==> src/hrw_params.svh <==
// Register offsets, field positions, reset values and timing counts for the hibernation block.
`ifndef HRW_PARAMS_SVH
`define HRW_PARAMS_SVH
`define HRW_OFS_RTC_COUNT     6'h00
`define HRW_OFS_MATCH0        6'h01
`define HRW_OFS_MATCH1        6'h02
`define HRW_OFS_LOAD          6'h03
`define HRW_OFS_CONTROL       6'h04
`define HRW_OFS_INT_MASK      6'h05
`define HRW_OFS_INT_RAW       6'h06
`define HRW_OFS_INT_MASKED    6'h07
`define HRW_OFS_INT_CLEAR     6'h08
`define HRW_OFS_TRIM          6'h09
`define HRW_OFS_SUBSEC        6'h0a
`define HRW_OFS_SUBSEC_MATCH  6'h0b
`define HRW_OFS_BATCHK        6'h0c
`define HRW_MEM_BASE          8'h40
`define HRW_MEM_WORDS         16
`define HRW_CTL_ENABLE        0
`define HRW_CTL_RTC_EN        1
`define HRW_CTL_CLK_SEL       2
`define HRW_CTL_WAKE_PIN      3
`define HRW_CTL_WAKE_RTC      4
`define HRW_CTL_WAKE_LOWBAT   5
`define HRW_CTL_LOWBAT_ABORT  6
`define HRW_CTL_HIB_REQ       7
`define HRW_CTL_ACTIVE        8
`define HRW_INT_MATCH0        0
`define HRW_INT_MATCH1        1
`define HRW_INT_LOWBAT        2
`define HRW_INT_PIN           3
`define HRW_TRIM_RESET        16'h7fff
`define HRW_SUBSEC_MAX        15'h7fff
`define HRW_XTAL_DIV          128
`define HRW_BATCHK_CYCLES     16'h0040
`endif

==> src/hrw_pkg.sv <==
// Types shared by the hibernation block.
package hrw_pkg;
  typedef struct packed {
    logic       enable;
    logic       rtc_en;
    logic       clk_sel;
    logic       wake_pin;
    logic       wake_rtc;
    logic       wake_lowbat;
    logic       lowbat_abort;
  } hrw_ctl_t;
  typedef enum logic [3:0] {
    HRW_RUN   = 4'b0001,
    HRW_DEFER = 4'b0010,
    HRW_OFF   = 4'b0100,
    HRW_WAKE  = 4'b1000
  } hrw_state_t;
endpackage : hrw_pkg

==> src/hrw_top.sv <==
// Hibernation controller with seconds counter, match, wake logic and backed memory.
//
// Summary of operation
// - 32-bit seconds and 15-bit subseconds counters readable.
// - Trim register adjusts counter rate.
// - Two match registers raise RTC events.
// - Sixteen backed words readable and writable.
// - RTC enable starts and stops counting.
// - Seconds count readable and loadable.
// - Subseconds match writable and readable.
// - Wake on pin, match, or both.
// - Low battery may act as wake.
// - Low battery flagged; optionally aborts hibernation.
// - Software starts battery check and polls completion.
// - Per-source enables, raw and masked status.
// - Hibernation request removes processor power.
// - Active status reported after power-on.
// - Status shows wake cause; memory kept.
// - Clock is raw slow tick or crystal/128.
// - Request deferred while battery check runs.
// - Check busy reads nonzero until finished.
//
// Added by the designer: the register addresses and the Avalon-MM register port.
`timescale 1ns/1ps
`include "hrw_params.svh"
module hrw_top
  import hrw_pkg::*;
(
  // Clock and reset.
  input  wire logic        clk,
  input  wire logic        rst,
  // Avalon-MM slave.
  input  wire logic [7:0]  avs_address,
  input  wire logic        avs_read,
  input  wire logic        avs_write,
  input  wire logic [31:0] avs_writedata,
  output logic [31:0]      avs_readdata,
  output logic             avs_waitrequest,
  // Clock sources and pins.
  input  wire logic        slow_clk_tick,
  input  wire logic        xtal_clk_tick,
  input  wire logic        wake_pin,
  input  wire logic        battery_low,
  // Power control.
  output logic             processor_power_off
);
  hrw_ctl_t    ctl;
  hrw_state_t  state;
  logic [31:0] rtc_count;
  logic [14:0] subsec;
  logic [31:0] match0;
  logic [31:0] match1;
  logic [14:0] subsec_match;
  logic [15:0] trim;
  logic [3:0]  int_mask;
  logic [3:0]  int_raw;
  logic [6:0]  xtal_div;
  logic [15:0] batchk_cnt;
  logic        hib_req;
  logic        active;
  logic        acked;
  logic [31:0] mem [0:`HRW_MEM_WORDS-1];

  logic        access;
  logic        wr_en;
  logic        tick;
  logic        sec_step;
  logic        match0_hit;
  logic        match1_hit;
  logic        batchk_busy;
  logic        batchk_end;
  logic [3:0]  next_raw;
  logic [3:0]  clr_bits;
  logic        wake_event;
  logic        mem_sel;
  logic        reg_sel;

  // Writes land on the edge at which the master sees waitrequest low.
  assign access      = (avs_read | avs_write) & ~acked;
  assign wr_en       = avs_write & ~avs_waitrequest;
  assign mem_sel     = (avs_address[7:6] == 2'((`HRW_MEM_BASE) >> 6)) &&
                       (avs_address[5:4] == 2'b00);
  assign reg_sel     = (avs_address[7:6] == 2'b00);
  assign batchk_busy = (batchk_cnt != 16'h0000);
  assign batchk_end  = (batchk_cnt == 16'h0001);

  // One wait cycle per access; the answer comes on the second edge.
  always_ff @(posedge clk or posedge rst) begin
    if (rst) begin
      acked           <= 1'b0;
      avs_waitrequest <= 1'b1;
    end else begin
      acked           <= access;
      avs_waitrequest <= ~access;
    end
  end

  // Slow tick is the raw oscillator or the crystal tick divided by 128.
  always_ff @(posedge clk or posedge rst) begin
    if (rst) begin
      xtal_div <= 7'h00;
    end else if (xtal_clk_tick) begin
      xtal_div <= xtal_div + 7'h01;
    end
  end
  assign tick = ctl.enable & ctl.rtc_en &
                (ctl.clk_sel ? (xtal_clk_tick && xtal_div == 7'h7f) : slow_clk_tick);

  // Subseconds counts up to the trim value, then wraps into the seconds count.
  assign sec_step = tick && ({1'b0, subsec} >= trim);

  always_ff @(posedge clk or posedge rst) begin
    if (rst) begin
      subsec <= 15'h0000;
    end else if (wr_en && reg_sel && avs_address[5:0] == `HRW_OFS_LOAD) begin
      subsec <= 15'h0000;
    end else if (sec_step) begin
      subsec <= 15'h0000;
    end else if (tick) begin
      subsec <= subsec + 15'h0001;
    end
  end

  always_ff @(posedge clk or posedge rst) begin
    if (rst) begin
      rtc_count <= 32'h0000_0000;
    end else if (wr_en && reg_sel && avs_address[5:0] == `HRW_OFS_LOAD) begin
      rtc_count <= avs_writedata;
    end else if (sec_step) begin
      rtc_count <= rtc_count + 32'h0000_0001;
    end
  end

  // Configuration registers written by software.
  always_ff @(posedge clk or posedge rst) begin
    if (rst) begin
      ctl          <= '0;
      match0       <= 32'hffff_ffff;
      match1       <= 32'hffff_ffff;
      subsec_match <= 15'h0000;
      trim         <= `HRW_TRIM_RESET;
      int_mask     <= 4'h0;
    end else if (wr_en && reg_sel) begin
      case (avs_address[5:0])
        `HRW_OFS_MATCH0: begin
          match0 <= avs_writedata;
        end
        `HRW_OFS_MATCH1: begin
          match1 <= avs_writedata;
        end
        `HRW_OFS_CONTROL: begin
          ctl.enable       <= avs_writedata[`HRW_CTL_ENABLE];
          ctl.rtc_en       <= avs_writedata[`HRW_CTL_RTC_EN];
          ctl.clk_sel      <= avs_writedata[`HRW_CTL_CLK_SEL];
          ctl.wake_pin     <= avs_writedata[`HRW_CTL_WAKE_PIN];
          ctl.wake_rtc     <= avs_writedata[`HRW_CTL_WAKE_RTC];
          ctl.wake_lowbat  <= avs_writedata[`HRW_CTL_WAKE_LOWBAT];
          ctl.lowbat_abort <= avs_writedata[`HRW_CTL_LOWBAT_ABORT];
        end
        `HRW_OFS_INT_MASK: begin
          int_mask <= avs_writedata[3:0];
        end
        `HRW_OFS_TRIM: begin
          trim <= avs_writedata[15:0];
        end
        `HRW_OFS_SUBSEC_MATCH: begin
          subsec_match <= avs_writedata[14:0];
        end
        default: begin
        end
      endcase
    end
  end

  // Battery-backed words; reset does not touch them.
  always_ff @(posedge clk) begin
    if (wr_en && mem_sel) begin
      mem[avs_address[3:0]] <= avs_writedata;
    end
  end

  // Forced battery check runs for a fixed count of cycles.
  always_ff @(posedge clk or posedge rst) begin
    if (rst) begin
      batchk_cnt <= 16'h0000;
    end else if (wr_en && reg_sel && avs_address[5:0] == `HRW_OFS_BATCHK &&
                 avs_writedata[0] && ctl.enable) begin
      batchk_cnt <= `HRW_BATCHK_CYCLES;
    end else if (batchk_busy) begin
      batchk_cnt <= batchk_cnt - 16'h0001;
    end
  end

  // Match 0 fires on the subsecond match tick of its second; match 1 fires as the count steps into its second.
  assign match0_hit = ctl.enable && tick && rtc_count == match0 && subsec == subsec_match;
  assign match1_hit = ctl.enable && sec_step && rtc_count + 32'h0000_0001 == match1;

  assign clr_bits = (wr_en && reg_sel && avs_address[5:0] == `HRW_OFS_INT_CLEAR) ?
                    avs_writedata[3:0] : 4'h0;
  always_comb begin
    next_raw                  = int_raw & ~clr_bits;
    next_raw[`HRW_INT_MATCH0] = next_raw[`HRW_INT_MATCH0] | match0_hit;
    next_raw[`HRW_INT_MATCH1] = next_raw[`HRW_INT_MATCH1] | match1_hit;
    next_raw[`HRW_INT_LOWBAT] = next_raw[`HRW_INT_LOWBAT] |
                                (ctl.enable & battery_low & (~batchk_busy | batchk_end));
    next_raw[`HRW_INT_PIN]    = next_raw[`HRW_INT_PIN] | (ctl.enable & wake_pin & ctl.wake_pin);
  end

  always_ff @(posedge clk or posedge rst) begin
    if (rst) begin
      int_raw <= 4'h0;
    end else begin
      int_raw <= next_raw;
    end
  end

  assign wake_event = (ctl.wake_pin & wake_pin) |
                      (ctl.wake_rtc & (match0_hit | match1_hit)) |
                      (ctl.wake_lowbat & battery_low);

  always_ff @(posedge clk or posedge rst) begin
    if (rst) begin
      hib_req <= 1'b0;
    end else if (state != HRW_RUN) begin
      hib_req <= 1'b0;
    end else if (wr_en && reg_sel && avs_address[5:0] == `HRW_OFS_CONTROL &&
                 avs_writedata[`HRW_CTL_HIB_REQ] && ctl.enable) begin
      hib_req <= 1'b1;
    end
  end

  // Power sequencing: run, defer behind a check, off, wake.
  always_ff @(posedge clk or posedge rst) begin
    if (rst) begin
      state               <= HRW_RUN;
      processor_power_off <= 1'b0;
    end else begin
      case (state)
        HRW_RUN: begin
          if (hib_req) begin
            state <= HRW_DEFER;
          end
        end
        HRW_DEFER: begin
          if (!batchk_busy) begin
            if (ctl.lowbat_abort && battery_low) begin
              state <= HRW_RUN;
            end else begin
              state               <= HRW_OFF;
              processor_power_off <= 1'b1;
            end
          end
        end
        HRW_OFF: begin
          if (wake_event) begin
            state               <= HRW_WAKE;
            processor_power_off <= 1'b0;
          end
        end
        HRW_WAKE: begin
          state <= HRW_RUN;
        end
        default: begin
          state <= HRW_RUN;
        end
      endcase
    end
  end

  always_ff @(posedge clk or posedge rst) begin
    if (rst) begin
      active <= 1'b0;
    end else begin
      active <= ctl.enable;
    end
  end

  always_ff @(posedge clk or posedge rst) begin
    if (rst) begin
      avs_readdata <= 32'h0000_0000;
    end else if (avs_read && !acked) begin
      if (mem_sel) begin
        avs_readdata <= mem[avs_address[3:0]];
      end else if (!reg_sel) begin
        avs_readdata <= 32'h0000_0000;
      end else begin
        case (avs_address[5:0])
          `HRW_OFS_RTC_COUNT:    avs_readdata <= rtc_count;
          `HRW_OFS_MATCH0:       avs_readdata <= match0;
          `HRW_OFS_MATCH1:       avs_readdata <= match1;
          `HRW_OFS_CONTROL:      avs_readdata <= {23'h00_0000, active, hib_req,
                                                  ctl.lowbat_abort, ctl.wake_lowbat,
                                                  ctl.wake_rtc, ctl.wake_pin, ctl.clk_sel,
                                                  ctl.rtc_en, ctl.enable};
          `HRW_OFS_INT_MASK:     avs_readdata <= {28'h000_0000, int_mask};
          `HRW_OFS_INT_RAW:      avs_readdata <= {28'h000_0000, int_raw};
          `HRW_OFS_INT_MASKED:   avs_readdata <= {28'h000_0000, int_raw & int_mask};
          `HRW_OFS_TRIM:         avs_readdata <= {16'h0000, trim};
          `HRW_OFS_SUBSEC:       avs_readdata <= {17'h0_0000, subsec};
          `HRW_OFS_SUBSEC_MATCH: avs_readdata <= {17'h0_0000, subsec_match};
          `HRW_OFS_BATCHK:       avs_readdata <= {31'h0000_0000, batchk_busy};
          default:               avs_readdata <= 32'h0000_0000;
        endcase
      end
    end
  end
endmodule : hrw_top

==> config.mk <==
export PLATFORM = sky130hd
export DESIGN_NAME = hrw_top
export DESIGN_NICKNAME = d
export VERILOG_FILES = /design/src/hrw_pkg.sv /design/src/hrw_top.sv
export VERILOG_INCLUDE_DIRS = /design/src
export SDC_FILE = /design/constraint.sdc
export NUM_CORES = 1
export LEC_CHECK = 0
export ABC_AREA = 0
export ABC_CLOCK_PERIOD_IN_PS = 8700
export BUFFER_PORTS_ARGS = -buffer_cell sky130_fd_sc_hd__buf_2
export CORE_MARGIN = 10
export CORE_UTILIZATION = 35
export DETAILED_ROUTE_END_ITERATION = 10
export GPL_TIMING_DRIVEN = 0
export PLACE_DENSITY_LB_ADDON = 0.2
export SKIP_LAST_GASP = 1
export SLEW_MARGIN = 25
export SYNTH_ARGS = -nofsm -noshare
export SYNTH_HDL_FRONTEND = slang
export SYNTH_SLANG_ARGS = --single-unit
==> constraint.sdc <==
create_clock -name clk -period 8.7 [get_ports clk]
set_input_delay 1.305 -clock clk [delete_from_list [all_inputs] [get_ports clk]]
set_output_delay 1.305 -clock clk [all_outputs]
set_load 0.05 [all_outputs]
==> flow_metrics.env <==
export IMPL_grt_overflow=0
export IMPL_slew_headroom_pct=26.83
export IMPL_cts_max_level=3
export IMPL_rsz0062_at_grt="no"
export IMPL_maxCapViolCount=0
export IMPL_grt_usage_pct=18.46
export IMPL_cts_buffer_depth=3
export IMPL_final_nets=2290
export IMPL_synthMuxAreaShare_pct=15.74
export IMPL_die_area_um2=103600
export IMPL_antenna_cells=0
export IMPL_design_core_area_um2=90290
export IMPL_fillers=8174
export IMPL_synth_seq_cells=733
export IMPL_gp_congestion=0.8860
export IMPL_wirelength_um=96050
export IMPL_endpoint_kind="flop"
export IMPL_worst_ir_drop_vdd_mv=0.1281
export IMPL_crit_required_ps=9260
export IMPL_min_period_ps=4443
export IMPL_reg2reg_setup_slack_ps=4770
export IMPL_synth_xor_area_share_pct=3.925
export IMPL_initialDrtViolationCount=1717
export IMPL_tns_ps=0
export IMPL_yosysSeqAreaShare_pct=65.84
export IMPL_cts_tree="built"
export IMPL_finalHoldViolations=0
export IMPL_power_density_nw_per_um2=204.2
export IMPL_power_leakage_uw=0.01298
export IMPL_synth_fa_ha_area_share_pct=0.7843
export IMPL_hp_class="flop to flop"
export IMPL_ys_flop_type="edfxtp_1"
export IMPL_fin_skew_ps=24.80
export IMPL_synth_avg_cell_area_um2=15.75
export IMPL_cts_setup_buffers=0
export IMPL_grt_pass1_vias=19980
export IMPL_status="completed"
export IMPL_clock_sinks=733
export IMPL_hpwlAfterDp_um=67250
export IMPL_critPathArrivalTime_ps=5000
export IMPL_syn_num_nets=2094
export IMPL_portBuffers=79
export IMPL_grt_pass1_wl_um=141200
export IMPL_cts_resized_gates=0
export IMPL_placed_cell_area_um2=34780
export IMPL_synth_cells=2026
export IMPL_clk_pin_slew_ps=60
export IMPL_crit_path_max_fanout=10
export IMPL_cts_hold_buf=0
export IMPL_synth_compound_area_share_pct=5.200
export IMPL_synth_simple_area_share_pct=6.513
export IMPL_pin_count=82
export IMPL_clk_latency_ps=650
export IMPL_vias=19310
export IMPL_dr_pass1_iters=6
export IMPL_drc_errors=0
export IMPL_drv_slew=0
export IMPL_synthArstFlopShare_pct=30.15
export IMPL_holdWs_ps=474.4
export IMPL_place_inst=3316
export IMPL_routedWlPerCell_um=27.72
export IMPL_fp_dieH_um=321.9
export IMPL_synth_edff_count=512
export IMPL_fin_cells=3465
export IMPL_fin_area_um2=37380
export IMPL_most_common_layout_cells="edfxtp_1, mux4_2, nand2_1"
export IMPL_min_period_over_period_pct=51.06
export IMPL_postRouteAntennaNets=0
export IMPL_yosysWarnings=0
export IMPL_yosysUniqueCellTypes=69
export IMPL_path_class="input port to flop"
export IMPL_synth_top_family_by_area="multiplexers"
export IMPL_antenna_found_initial=9
export IMPL_start_util_pct=35.34
export IMPL_netlist_area_um2=31910
export IMPL_via_per_inst=5.572
export IMPL_die_x_um=321.9
export IMPL_drive_above_1_share_pct=28.57
export IMPL_root_buffer="clkbuf_16"
export IMPL_placementRows=110
export IMPL_grt_max_degree=82
export IMPL_worst_pin_slew_ps=1098
export IMPL_layout_commonest_cell="edfxtp_1"
export IMPL_cts_made_buffers=80
export IMPL_start_kind="input port"
export IMPL_fmax_mhz=225.1
export IMPL_area_growth_pct=17.15
export IMPL_finalSetupViolCount=0
## path summary, 6_finish.rpt
kind                                                    end  depth (start not counted)                startpoint
worst max-delay path            avs_readdata[6]$_DFFE_PP0P_                         10            avs_address[0]
worst min-delay path                xtal_div[5]$_DFFE_PP0P_                          1   xtal_div[5]$_DFFE_PP0P_
worst max register to register         state[2]$_DFFE_PP0P_                         10  rtc_count[1]$_DFFE_PP0P_
worst min register to register      xtal_div[5]$_DFFE_PP0P_                          1   xtal_div[5]$_DFFE_PP0P_
max in group asynchronous            match1[28]$_DFFE_PP1P_                          4                       rst
min in group asynchronous             subsec[9]$_DFFE_PP0P_                          2                       rst
## report_power, final
group	internal, uW	switching, uW
registers	3800	38.7
logic	165	306
clock network	1870	1460
## critical path: stages
cell      delay [ps]
clkbuf_1         350
buf_2            370
buf_2            420
nand2_1          430
nor2_1           630
clkbuf_1         540
a22oi_1          210
a31oi_1          420
a21oi_1          120
o21ai_0          170
## cells in the mapped netlist (28+ instances only)
master,count,area (um^2)
nor2_1,98,367.9
o21ai_0,90,450.4
dfrtp_1,140,3503
xor2_1,69,604.3
nand3_1,29,145.1
a21oi_1,40,200.2
edfxtp_1,512,15370
a22oi_1,51,382.9
inv_1,33,123.9
nor4_1,28,175.2
mux4_2,160,3603
xnor2_1,74,648.1
clkbuf_1,68,255.2
nand2_1,153,574.3
mux2_2,109,1227
dfstp_2,81,2128
## through the flow
step,setup slack [ps],total power (uW),utilization (%)
2_1_floorplan,1480,4163,-
3_3_place_gp,-1615,4359,37.41
3_5_place_dp,3648,4377,38.52
4_1_cts,4307,7710,41.39
5_1_grt,4076,7887,41.40
6_report,4257,7631,41.40
## layer usage
metal	vias to the layer above	wire (um)	GRT usage [%]
met5	-	57	0
met4	8	2828	6.236
met3	147	6010	3.428
met2	613	46060	29.91
met1	10300	41100	24.71
li1	8240	-	-
## flip-flops by register name, indices dropped and copies added, names as in the netlist, 7 cells and up
| name | flops |
|---|---|
| rtc_count | 32 |
| match1 | 32 |
| match0 | 32 |
| batchk_cnt | 16 |
| avs_readdata | 32 |
| ctl | 7 |
| subsec | 15 |
| mem | 512 |
| xtal_div | 7 |
| subsec_match | 15 |
| trim | 16 |
## area by class of cell
cell class	count	area, um^2	area share (%)
repair buffers	114	1256	3.361
multi-input cells	1139	10390	27.79
clock buffers	106	2160	5.777
clock inverters	43	434.2	1.162
flip-flops and latches	733	21010	56.20
inverters	34	135.1	0.3615
plain buffers	120	530.5	1.419
well taps	1176	1471	3.936
## logic make-up after synthesis
logic type                 Yosys count
adders and majority gates           20
buffers and inverters              154
AOI/OAI and AO/OA                  260
muxes                              288
xor gates and xnor gates           143
DFF                                733
and+or+nand+nor                    428
Note: power is estimated with default switching activity, not from simulation.
